### src/rtl/ifp_pkg.sv
// ifp_pkg: constants shared by the in-system flash programming front end
// assumes: byte-wide special function register space, 25 MHz core clock
package ifp_pkg;
    // register addresses
    localparam logic [7:0] ADDR_CHIP_CONTROL = 8'h9f;
    localparam logic [7:0] ADDR_TRIGGER      = 8'ha4;
    localparam logic [7:0] ADDR_TADDR_LOW    = 8'ha6;
    localparam logic [7:0] ADDR_TADDR_HIGH   = 8'ha7;
    localparam logic [7:0] ADDR_FLASH_DATA   = 8'hae;
    localparam logic [7:0] ADDR_OP_COMMAND   = 8'haf;
    localparam logic [7:0] ADDR_TIMED_ACCESS = 8'hc7;
    // chip control and trigger fields
    localparam int BIT_SOFT_RESET     = 7;
    localparam int BIT_FAULT          = 6;
    localparam int BIT_LOADER_UPDATE  = 5;
    localparam int BIT_BOOT_SELECT    = 1;
    localparam int BIT_PROG_ENABLE    = 0;
    localparam int BIT_TRIGGER        = 0;
    // operation command fields
    localparam int CMD_REGION_HI      = 7;
    localparam int CMD_REGION_LO      = 6;
    localparam int CMD_WRITE_CLASS    = 5;
    localparam int CMD_CHIP_ENABLE    = 4;
    localparam int CMD_OPCODE_HI      = 3;
    // reset values
    localparam logic [7:0] RST_TADDR     = 8'h00;
    localparam logic [7:0] RST_DATA      = 8'h00;
    localparam logic [7:0] RST_COMMAND   = 8'h30;
    // timed access unlock bytes and open window
    localparam logic [7:0] TA_KEY_FIRST  = 8'haa;
    localparam logic [7:0] TA_KEY_SECOND = 8'h55;
    localparam logic [2:0] TA_WINDOW_CYC = 3'h3;
    // destination regions
    localparam logic [1:0] REGION_APP    = 2'h0;
    localparam logic [1:0] REGION_LOADER = 2'h1;
    localparam logic [1:0] REGION_SETUP  = 2'h3;
    // operation codes
    localparam logic [3:0] OP_READ       = 4'h0;
    localparam logic [3:0] OP_PROGRAM    = 4'h1;
    localparam logic [3:0] OP_PAGE_ERASE = 4'h2;
    // page size 128 bytes: low address bits cleared for an erase
    localparam int PAGE_BYTES = 128;
    localparam int PAGE_BITS  = $clog2(PAGE_BYTES);
    // clock and oscillator figures
    localparam real CORE_CLK_MHZ = 25.0;
    localparam real RC_OSC_MHZ   = 22.1184;
    // sequencer states
    typedef enum logic [1:0] {
        IFP_IDLE  = 2'b00,
        IFP_ISSUE = 2'b01,
        IFP_WAIT  = 2'b10,
        IFP_DONE  = 2'b11
    } ifp_state_t;
endpackage : ifp_pkg

### src/rtl/ifp_flash_ctrl.sv
// ifp_flash_ctrl: register front end and sequencer for in-system flash programming
// assumes: core writes registers on a one-cycle strobe, flash macro answers with done pulse
`timescale 1ns/1ps

// How it works
// (RULE1) app code writing app flash: fault
// (RULE2) app code writing locked loader flash: fault
// (RULE3) app code touching setup bytes: fault
// (RULE4) loader code writing loader flash: fault
// (RULE5) out-of-range or external access: fault
// (RULE6) fault flag sticky until software clears
// (RULE7) loader update enable opens loader flash
// (RULE8) boot select write picks next boot
// (RULE9) boot select read shows last boot
// (RULE10) programming enable runs the RC oscillator
// (RULE11) software clears enable when finished
// (RULE12) command holds region, controls, opcode
// (RULE13) address is high byte, low byte
// (RULE14) software loads data before program
// (RULE15) read result lands in data register
// (RULE16) trigger write starts hardware sequence
// (RULE17) core held while operation runs
// (RULE18) trigger self-clears, always reads zero
// (RULE19) control and trigger need timed access
// (RULE20) unlock is 0xAA then 0x55
// (RULE21) triggers ignored while enable clear
// (RULE22) page erase aligned to 128 bytes
// (RULE23) soft reset request under timed access
module ifp_flash_ctrl #(
    parameter int APP_BYTES    = 16384, // application flash size
    parameter int LOADER_BYTES = 2048,  // loader flash size
    parameter int SETUP_BYTES  = 16     // setup byte area size
) (
    input  wire logic        core_clk,        // 25 MHz system clock
    input  wire logic        sys_rst,         // synchronous reset, high
    input  wire logic [7:0]  sfr_addr,        // register address
    input  wire logic        sfr_wr,          // write strobe
    input  wire logic [7:0]  sfr_wdata,       // write data
    input  wire logic        sfr_rd,          // read strobe
    output logic      [7:0]  sfr_rdata,       // read data, next cycle
    input  wire logic        code_in_loader,  // core fetching from loader flash
    input  wire logic        boot_strap,      // boot source in use at reset
    output logic             core_hold,       // stall program counter
    output logic             rc_osc_enable,   // internal RC oscillator run
    output logic             soft_reset_req,  // one-cycle soft reset pulse
    output logic             boot_next,       // boot source for next reset
    output logic             flash_req,       // one-cycle operation request
    output logic      [1:0]  flash_region,    // destination region
    output logic      [3:0]  flash_opcode,    // operation code
    output logic      [15:0] flash_addr,      // target address
    output logic      [7:0]  flash_wdata,     // byte to program
    input  wire logic        flash_done,      // operation finished pulse
    input  wire logic [7:0]  flash_rdata      // byte fetched from flash
);
    logic [7:0]  taddr_low;
    logic [7:0]  taddr_high;
    logic [7:0]  flash_data;
    logic [7:0]  op_command;
    logic        fault;
    logic        loader_update;
    logic        prog_enable;
    logic        booted_loader;
    logic        ta_armed;
    logic [2:0]  ta_window;
    ifp_pkg::ifp_state_t state;

    logic        wr_ctrl;
    logic        wr_trig;
    logic        ta_open;
    logic        start;
    logic        is_write;
    logic        illegal;
    logic        out_of_range;
    logic [1:0]  region;
    logic [3:0]  opcode;
    logic [15:0] target;

    // decode of the command fields and address
    assign region   = op_command[ifp_pkg::CMD_REGION_HI:ifp_pkg::CMD_REGION_LO]; // RULE12
    assign opcode   = op_command[ifp_pkg::CMD_OPCODE_HI:0];                      // RULE12
    assign is_write = op_command[ifp_pkg::CMD_WRITE_CLASS];                      // RULE12
    assign target   = {taddr_high, taddr_low};                                   // RULE13
    assign ta_open  = (ta_window != 3'h0);
    assign wr_ctrl  = sfr_wr && sfr_addr == ifp_pkg::ADDR_CHIP_CONTROL && ta_open; // RULE19
    assign wr_trig  = sfr_wr && sfr_addr == ifp_pkg::ADDR_TRIGGER && ta_open;      // RULE19
    // a trigger counts only with the function enabled and no operation in flight
    assign start    = wr_trig && sfr_wdata[ifp_pkg::BIT_TRIGGER] && prog_enable
                      && state == ifp_pkg::IFP_IDLE;                               // RULE16 RULE21

    // size check; region 2 has no memory behind it and counts as oversize
    always_comb begin
        case (region)
            ifp_pkg::REGION_APP:    out_of_range = 32'(target) >= APP_BYTES;    // RULE5
            ifp_pkg::REGION_LOADER: out_of_range = 32'(target) >= LOADER_BYTES; // RULE5
            ifp_pkg::REGION_SETUP:  out_of_range = 32'(target) >= SETUP_BYTES;  // RULE5
            default:                out_of_range = 1'b1;                         // RULE5
        endcase
    end

    // access table by where the code runs
    always_comb begin
        illegal = out_of_range;
        if (!code_in_loader) begin
            if (region == ifp_pkg::REGION_APP && is_write) begin
                illegal = 1'b1; // RULE1
            end
            if (region == ifp_pkg::REGION_LOADER && is_write && !loader_update) begin
                illegal = 1'b1; // RULE2 RULE7
            end
            if (region == ifp_pkg::REGION_SETUP) begin
                illegal = 1'b1; // RULE3
            end
        end else if (region == ifp_pkg::REGION_LOADER && is_write) begin
            illegal = 1'b1; // RULE4
        end
    end

    // timed access: 0xAA then 0x55 opens a short window for one protected write
    always_ff @(posedge core_clk) begin
        if (sys_rst) begin
            ta_armed  <= 1'b0;
            ta_window <= 3'h0;
        end else if (sfr_wr && sfr_addr == ifp_pkg::ADDR_TIMED_ACCESS) begin
            ta_armed  <= (sfr_wdata == ifp_pkg::TA_KEY_FIRST);                   // RULE20
            ta_window <= (ta_armed && sfr_wdata == ifp_pkg::TA_KEY_SECOND)
                         ? ifp_pkg::TA_WINDOW_CYC : 3'h0;                        // RULE20
        end else if (wr_ctrl || wr_trig) begin
            ta_armed  <= 1'b0;
            ta_window <= 3'h0; // window spent by the protected write
        end else if (ta_open) begin
            ta_window <= ta_window - 3'h1;
        end
    end

    // plain read/write registers; data register also catches read results
    always_ff @(posedge core_clk) begin
        if (sys_rst) begin
            taddr_low  <= ifp_pkg::RST_TADDR;
            taddr_high <= ifp_pkg::RST_TADDR;
            op_command <= ifp_pkg::RST_COMMAND;
            flash_data <= ifp_pkg::RST_DATA;
        end else begin
            if (sfr_wr && sfr_addr == ifp_pkg::ADDR_TADDR_LOW) begin
                taddr_low <= sfr_wdata;
            end
            if (sfr_wr && sfr_addr == ifp_pkg::ADDR_TADDR_HIGH) begin
                taddr_high <= sfr_wdata;
            end
            if (sfr_wr && sfr_addr == ifp_pkg::ADDR_OP_COMMAND) begin
                op_command <= sfr_wdata;
            end
            // the core is stalled during the wait, so the two writers never meet
            if (state == ifp_pkg::IFP_WAIT && flash_done && !is_write) begin
                flash_data <= flash_rdata; // RULE15
            end else if (sfr_wr && sfr_addr == ifp_pkg::ADDR_FLASH_DATA) begin
                flash_data <= sfr_wdata;   // RULE14
            end
        end
    end

    // chip control bits; the fault set wins over a clear in the same cycle
    always_ff @(posedge core_clk) begin
        if (sys_rst) begin
            fault         <= 1'b0;
            loader_update <= 1'b0;
            prog_enable   <= 1'b0;
        end else begin
            if (start && illegal) begin
                fault <= 1'b1; // RULE1 RULE2 RULE3 RULE4 RULE5 RULE6
            end else if (wr_ctrl && !sfr_wdata[ifp_pkg::BIT_FAULT]) begin
                fault <= 1'b0; // RULE6
            end
            if (wr_ctrl) begin
                loader_update <= sfr_wdata[ifp_pkg::BIT_LOADER_UPDATE]; // RULE7
                prog_enable   <= sfr_wdata[ifp_pkg::BIT_PROG_ENABLE];   // RULE21
            end
        end
    end

    // boot source: written value aims the next reset, read value is the last boot
    always_ff @(posedge core_clk) begin
        if (sys_rst) begin
            booted_loader <= boot_strap; // RULE9
            boot_next     <= boot_strap;
        end else if (wr_ctrl) begin
            boot_next     <= sfr_wdata[ifp_pkg::BIT_BOOT_SELECT]; // RULE8
        end
    end

    // oscillator follows the enable; left running costs power until cleared
    always_ff @(posedge core_clk) begin
        if (sys_rst) begin
            rc_osc_enable  <= 1'b0;
            soft_reset_req <= 1'b0;
        end else begin
            rc_osc_enable  <= prog_enable;                                   // RULE10 RULE11
            soft_reset_req <= wr_ctrl && sfr_wdata[ifp_pkg::BIT_SOFT_RESET]; // RULE23
        end
    end

    // sequencer: an illegal request finishes at once with no flash access
    always_ff @(posedge core_clk) begin
        if (sys_rst) begin
            state        <= ifp_pkg::IFP_IDLE;
            core_hold    <= 1'b0;
            flash_req    <= 1'b0;
            flash_region <= 2'h0;
            flash_opcode <= 4'h0;
            flash_addr   <= 16'h0000;
            flash_wdata  <= 8'h00;
        end else begin
            flash_req <= 1'b0;
            case (state)
                ifp_pkg::IFP_IDLE: begin
                    if (start && !illegal) begin
                        state        <= ifp_pkg::IFP_ISSUE;
                        core_hold    <= 1'b1; // RULE17
                        flash_req    <= 1'b1; // RULE16
                        flash_region <= region;
                        flash_opcode <= opcode;
                        flash_wdata  <= flash_data;
                        flash_addr   <= (opcode == ifp_pkg::OP_PAGE_ERASE)
                            ? {target[15:ifp_pkg::PAGE_BITS], {ifp_pkg::PAGE_BITS{1'b0}}}
                            : target; // RULE22
                    end
                end
                ifp_pkg::IFP_ISSUE: begin
                    state <= ifp_pkg::IFP_WAIT;
                end
                ifp_pkg::IFP_WAIT: begin
                    if (flash_done) begin
                        state <= ifp_pkg::IFP_DONE;
                    end
                end
                ifp_pkg::IFP_DONE: begin
                    state     <= ifp_pkg::IFP_IDLE;
                    core_hold <= 1'b0; // RULE17 RULE18
                end
                default: begin
                    state     <= ifp_pkg::IFP_IDLE;
                    core_hold <= 1'b0;
                end
            endcase
        end
    end

    // registered read port; trigger, soft reset and reserved bits read zero
    always_ff @(posedge core_clk) begin
        if (sys_rst) begin
            sfr_rdata <= 8'h00;
        end else if (sfr_rd) begin
            case (sfr_addr)
                ifp_pkg::ADDR_CHIP_CONTROL:
                    sfr_rdata <= {1'b0, fault, loader_update, 3'b000,
                                  booted_loader, prog_enable}; // RULE9
                ifp_pkg::ADDR_TADDR_LOW:  sfr_rdata <= taddr_low;
                ifp_pkg::ADDR_TADDR_HIGH: sfr_rdata <= taddr_high;
                ifp_pkg::ADDR_FLASH_DATA: sfr_rdata <= flash_data; // RULE15
                ifp_pkg::ADDR_OP_COMMAND: sfr_rdata <= op_command;
                default:                  sfr_rdata <= 8'h00;     // RULE18
            endcase
        end
    end
endmodule // ifp_flash_ctrl

### config.mk
export PLATFORM = sky130hd
export DESIGN_NAME = ifp_flash_ctrl
export DESIGN_NICKNAME = d
export VERILOG_FILES = /design/src/rtl/ifp_pkg.sv /design/src/rtl/ifp_flash_ctrl.sv
export SDC_FILE = /design/constraint.sdc
export NUM_CORES = 1
export LEC_CHECK = 0
export ABC_AREA = 0
export BUFFER_PORTS_ARGS = -buffer_cell sky130_fd_sc_hd__buf_2
export CORE_MARGIN = 2
export CORE_UTILIZATION = 51
export CTS_BUF_LIST = sky130_fd_sc_hd__clkbuf_8
export CTS_CLUSTER_DIAMETER = 120
export DETAILED_ROUTE_END_ITERATION = 10
export PLACE_DENSITY_LB_ADDON = 0.12
export RECOVER_POWER = 100
export SYNTH_ARGS = -nofsm -noshare
export SYNTH_HDL_FRONTEND = slang
export SYNTH_SLANG_ARGS = --single-unit
### constraint.sdc
create_clock -name core_clk -period 2 [get_ports core_clk]
set_input_delay 0.2 -clock core_clk [delete_from_list [all_inputs] [get_ports core_clk]]
set_output_delay 0.2 -clock core_clk [all_outputs]
set_load 0.01 [all_outputs]
==> reports/qor.txt <==
Run status - finished, final reports clean
Worst slew pin tran - 481.0 ps
CP required - 2280 ps
Width of the die - 89.15 um
Leakage - 1.881 nW
Core area - 0.007137 mm2
Number of global-route vias before repair - 3073
Clk_lat worst skew - 350 ps
RD Place Congestion - 0.8776
Initial antenna violation count - 0
Dpl cells - 592
Async SR Flop Fraction - 0
Post-synth EDFFs - 2
CTS Hold Bufs - 0
WHS - 45.69 ps
Root buf cell - clkbuf_8
Residual DRC - 0
First-pass GRT wire length - 15480 um
Number of H-tree levels - 3
CP Capture Type - flop
Pwr per Cell Area - 773.3 mW/mm2
Min cycle time layout - 1954 ps
DR vias/cell - 5.614
Layout cells sized above 1 - 0.2951
CP max stage delay - 410 ps
Min-Delay Path Class - in2reg
Non-Filler Instances - 614
Mapped Area - 0.003697 mm2
Max-Cap Viols - 0
Met2 wire length - 4803 um
Startpoint Class - flop
TritonCTS clock tree - built
DR iter-0 viols - 263
Wl on met1 - 4550 um
Syn Nets - 460
Total CTS buffers - 9
Crit path max-delay family - simple AND/OR/NAND/NOR gates
VDD IR-drop max - 0.4790 mV
Synth warn - 0
Clk sinks - 85
Max_slew headroom - 0.6748
Final Core Density - 0.6438
Effective utilization at floorplan - 0.5181
Routed WL - 10120 um
Die area - 0.007947 mm2
PortBufs - 73
Crit path cell chain - inv_2 > ha_4 > nand2b_4 > nand3_2 > or3_4 > nor4b_4 > buf_4 > buf_8 > nand3_1 > a21oi_1
Synth-to-layout area growth - 24.26%
Final setup fails - 0
Gr usage total - 0.2579
Cells after Synth - 423
Largest net degree at the start of global routing - 62
Mean Syn Cell Area - 8.741 um2
Overall power - 0.003553 W
Unique cell type count in the Yosys netlist - 49
Final net count - 547
ANT nets after route - 0
Num ports - 74
Final HPWL DP - 7085 um
Number of hold violations in the final report - 0
WL/cell - 16.48 um
Antenna diode count - 0
Row count - 31
CP bufs+invs - 3
Via Count - 3447
Clk slew on worst S/H paths - 90 ps
Max layer used - met4
Clk_skew - 8.985 ps
Fmax - 511.9 MHz
Clock Path Buffers - 2
Crit path max-delay cell type - or3_4
Setup TNS - 0 ps
Sequential fraction of the synthesis area - 0.4657
Pre-antenna DRT Iters - 5
Worst Path Arrival - 2230 ps
Pins Over Slew Limit - 0
CP max FO - 8
Wire length on met3 - 631 um
Critical path class - reg2reg
Grt ovf - 0
Yosys reg bits - 85
RSZ-0062 raised after global routing - yes
Final period utilization - 0.9768
Top FF cell, synth - dfxtp_1
Die H - 89.15 um
## repair_timing
item	4_1_cts	5_1_grt
endpoints found under the setup margin	24	31
resized for setup	10	19
pin swaps	3	12
gates cloned	1	0
buffers inserted	4	2
## state kept, by name, indices dropped and copies added, names as in the netlist
register        count
boot_next           1
booted_loader       1
core_hold           1
fault               1
flash_addr         16
flash_data          8
flash_opcode        4
flash_region        2
flash_req           1
flash_wdata         8
loader_update       1
op_command          8
prog_enable         1
rc_osc_enable       1
sfr_rdata           8
soft_reset_req      1
state               2
ta_armed            1
ta_window           3
taddr_high          8
taddr_low           8
## power by group
group	switching (W)	internal (W)
sequential	0.0000307	0.00175
clock	0.000612	0.000573
combinational	0.000299	0.000289
total	0.000941	0.00261
## cells by family after synthesis
family          count (synthesis)  synth area share
compound gates                 94            0.1560
flops                          85            0.4657
mux                            27           0.08697
buf+inv                        36           0.04264
simple gates                  175            0.2284
fa+ha+maj                       6           0.02030
## final timing paths
check / slack, ps / from / endpoint / depth (start not counted)
max: 50 / ta_window[1] / flash_addr[1] / 10
min: 50 / boot_strap / booted_loader / 1
max reg2reg: 50 / ta_window[1] / flash_addr[1] / 10
min reg2reg: 450 / flash_region[1] / flash_region[1] / 2
## layout make-up
type,instances,area (um2)
Fill cell,682,2542
Inverter,8,30.03
Tap cell,99,123.9
Timing Repair Buffer,104,621.8
Clock inverter,7,66.31
Multi-Input combinational cell,302,1904
Clock buffer,9,123.9
Sequential cell,85,1724
## layout by cell type, fill, tap and decap left out, types with 3 or more instances in the layout
master	synthesis	routed
nand2b_1	5	4
nand3_1	32	29
mux2i_1	22	22
dfxtp_1	83	81
a21oi_2	0	8
a22oi_1	8	8
nand3b_1	3	3
buf_2	3	73
clkinv_2	0	3
nor2_1	29	28
a211oi_1	12	12
mux4_2	4	4
inv_1	8	6
clkbuf_8	0	9
nor2b_1	4	4
nand2_1	77	76
nor3_1	6	6
a21oi_1	51	43
inv_2	0	3
o21ai_0	7	7
ha_1	6	4
a22o_1	4	4
buf_4	1	28
## stage by stage
step	instance area [um2]	setup slack, ps
floorplan	3699	36.94
global placement	4259	-82.23
detailed placement	4259	-116.9
CTS	4517	0.7241
global route	4594	-14.85
finish	4594	46.41
## routing by layer
layer  vias up  track usage
met1      1634       0.3644
met3        13      0.04063
li1       1671            -
met5         -            0
met4         0      0.09362
met2       129       0.4007
## cell usage after synthesis (4+ instances only)
| cell | instances | area, um2 |
|---|---|---|
| nor2b_1 | 4 | 25.02 |
| clkbuf_1 | 19 | 71.32 |
| nand3_1 | 32 | 160.2 |
| inv_1 | 8 | 30.03 |
| a211oi_1 | 12 | 90.09 |
| a21oi_1 | 51 | 255.2 |
| a22oi_1 | 8 | 60.06 |
| o21ai_0 | 7 | 35.03 |
| mux2i_1 | 22 | 220.2 |
| nor3_1 | 6 | 30.03 |
| ha_1 | 6 | 75.07 |
| nor2_1 | 29 | 108.9 |
| nand2_1 | 77 | 289.0 |
| a22o_1 | 4 | 35.03 |
| mux4_2 | 4 | 90.09 |
| nand2b_1 | 5 | 31.28 |
| dfxtp_1 | 83 | 1662 |
(Power assumes the default switching activity.)
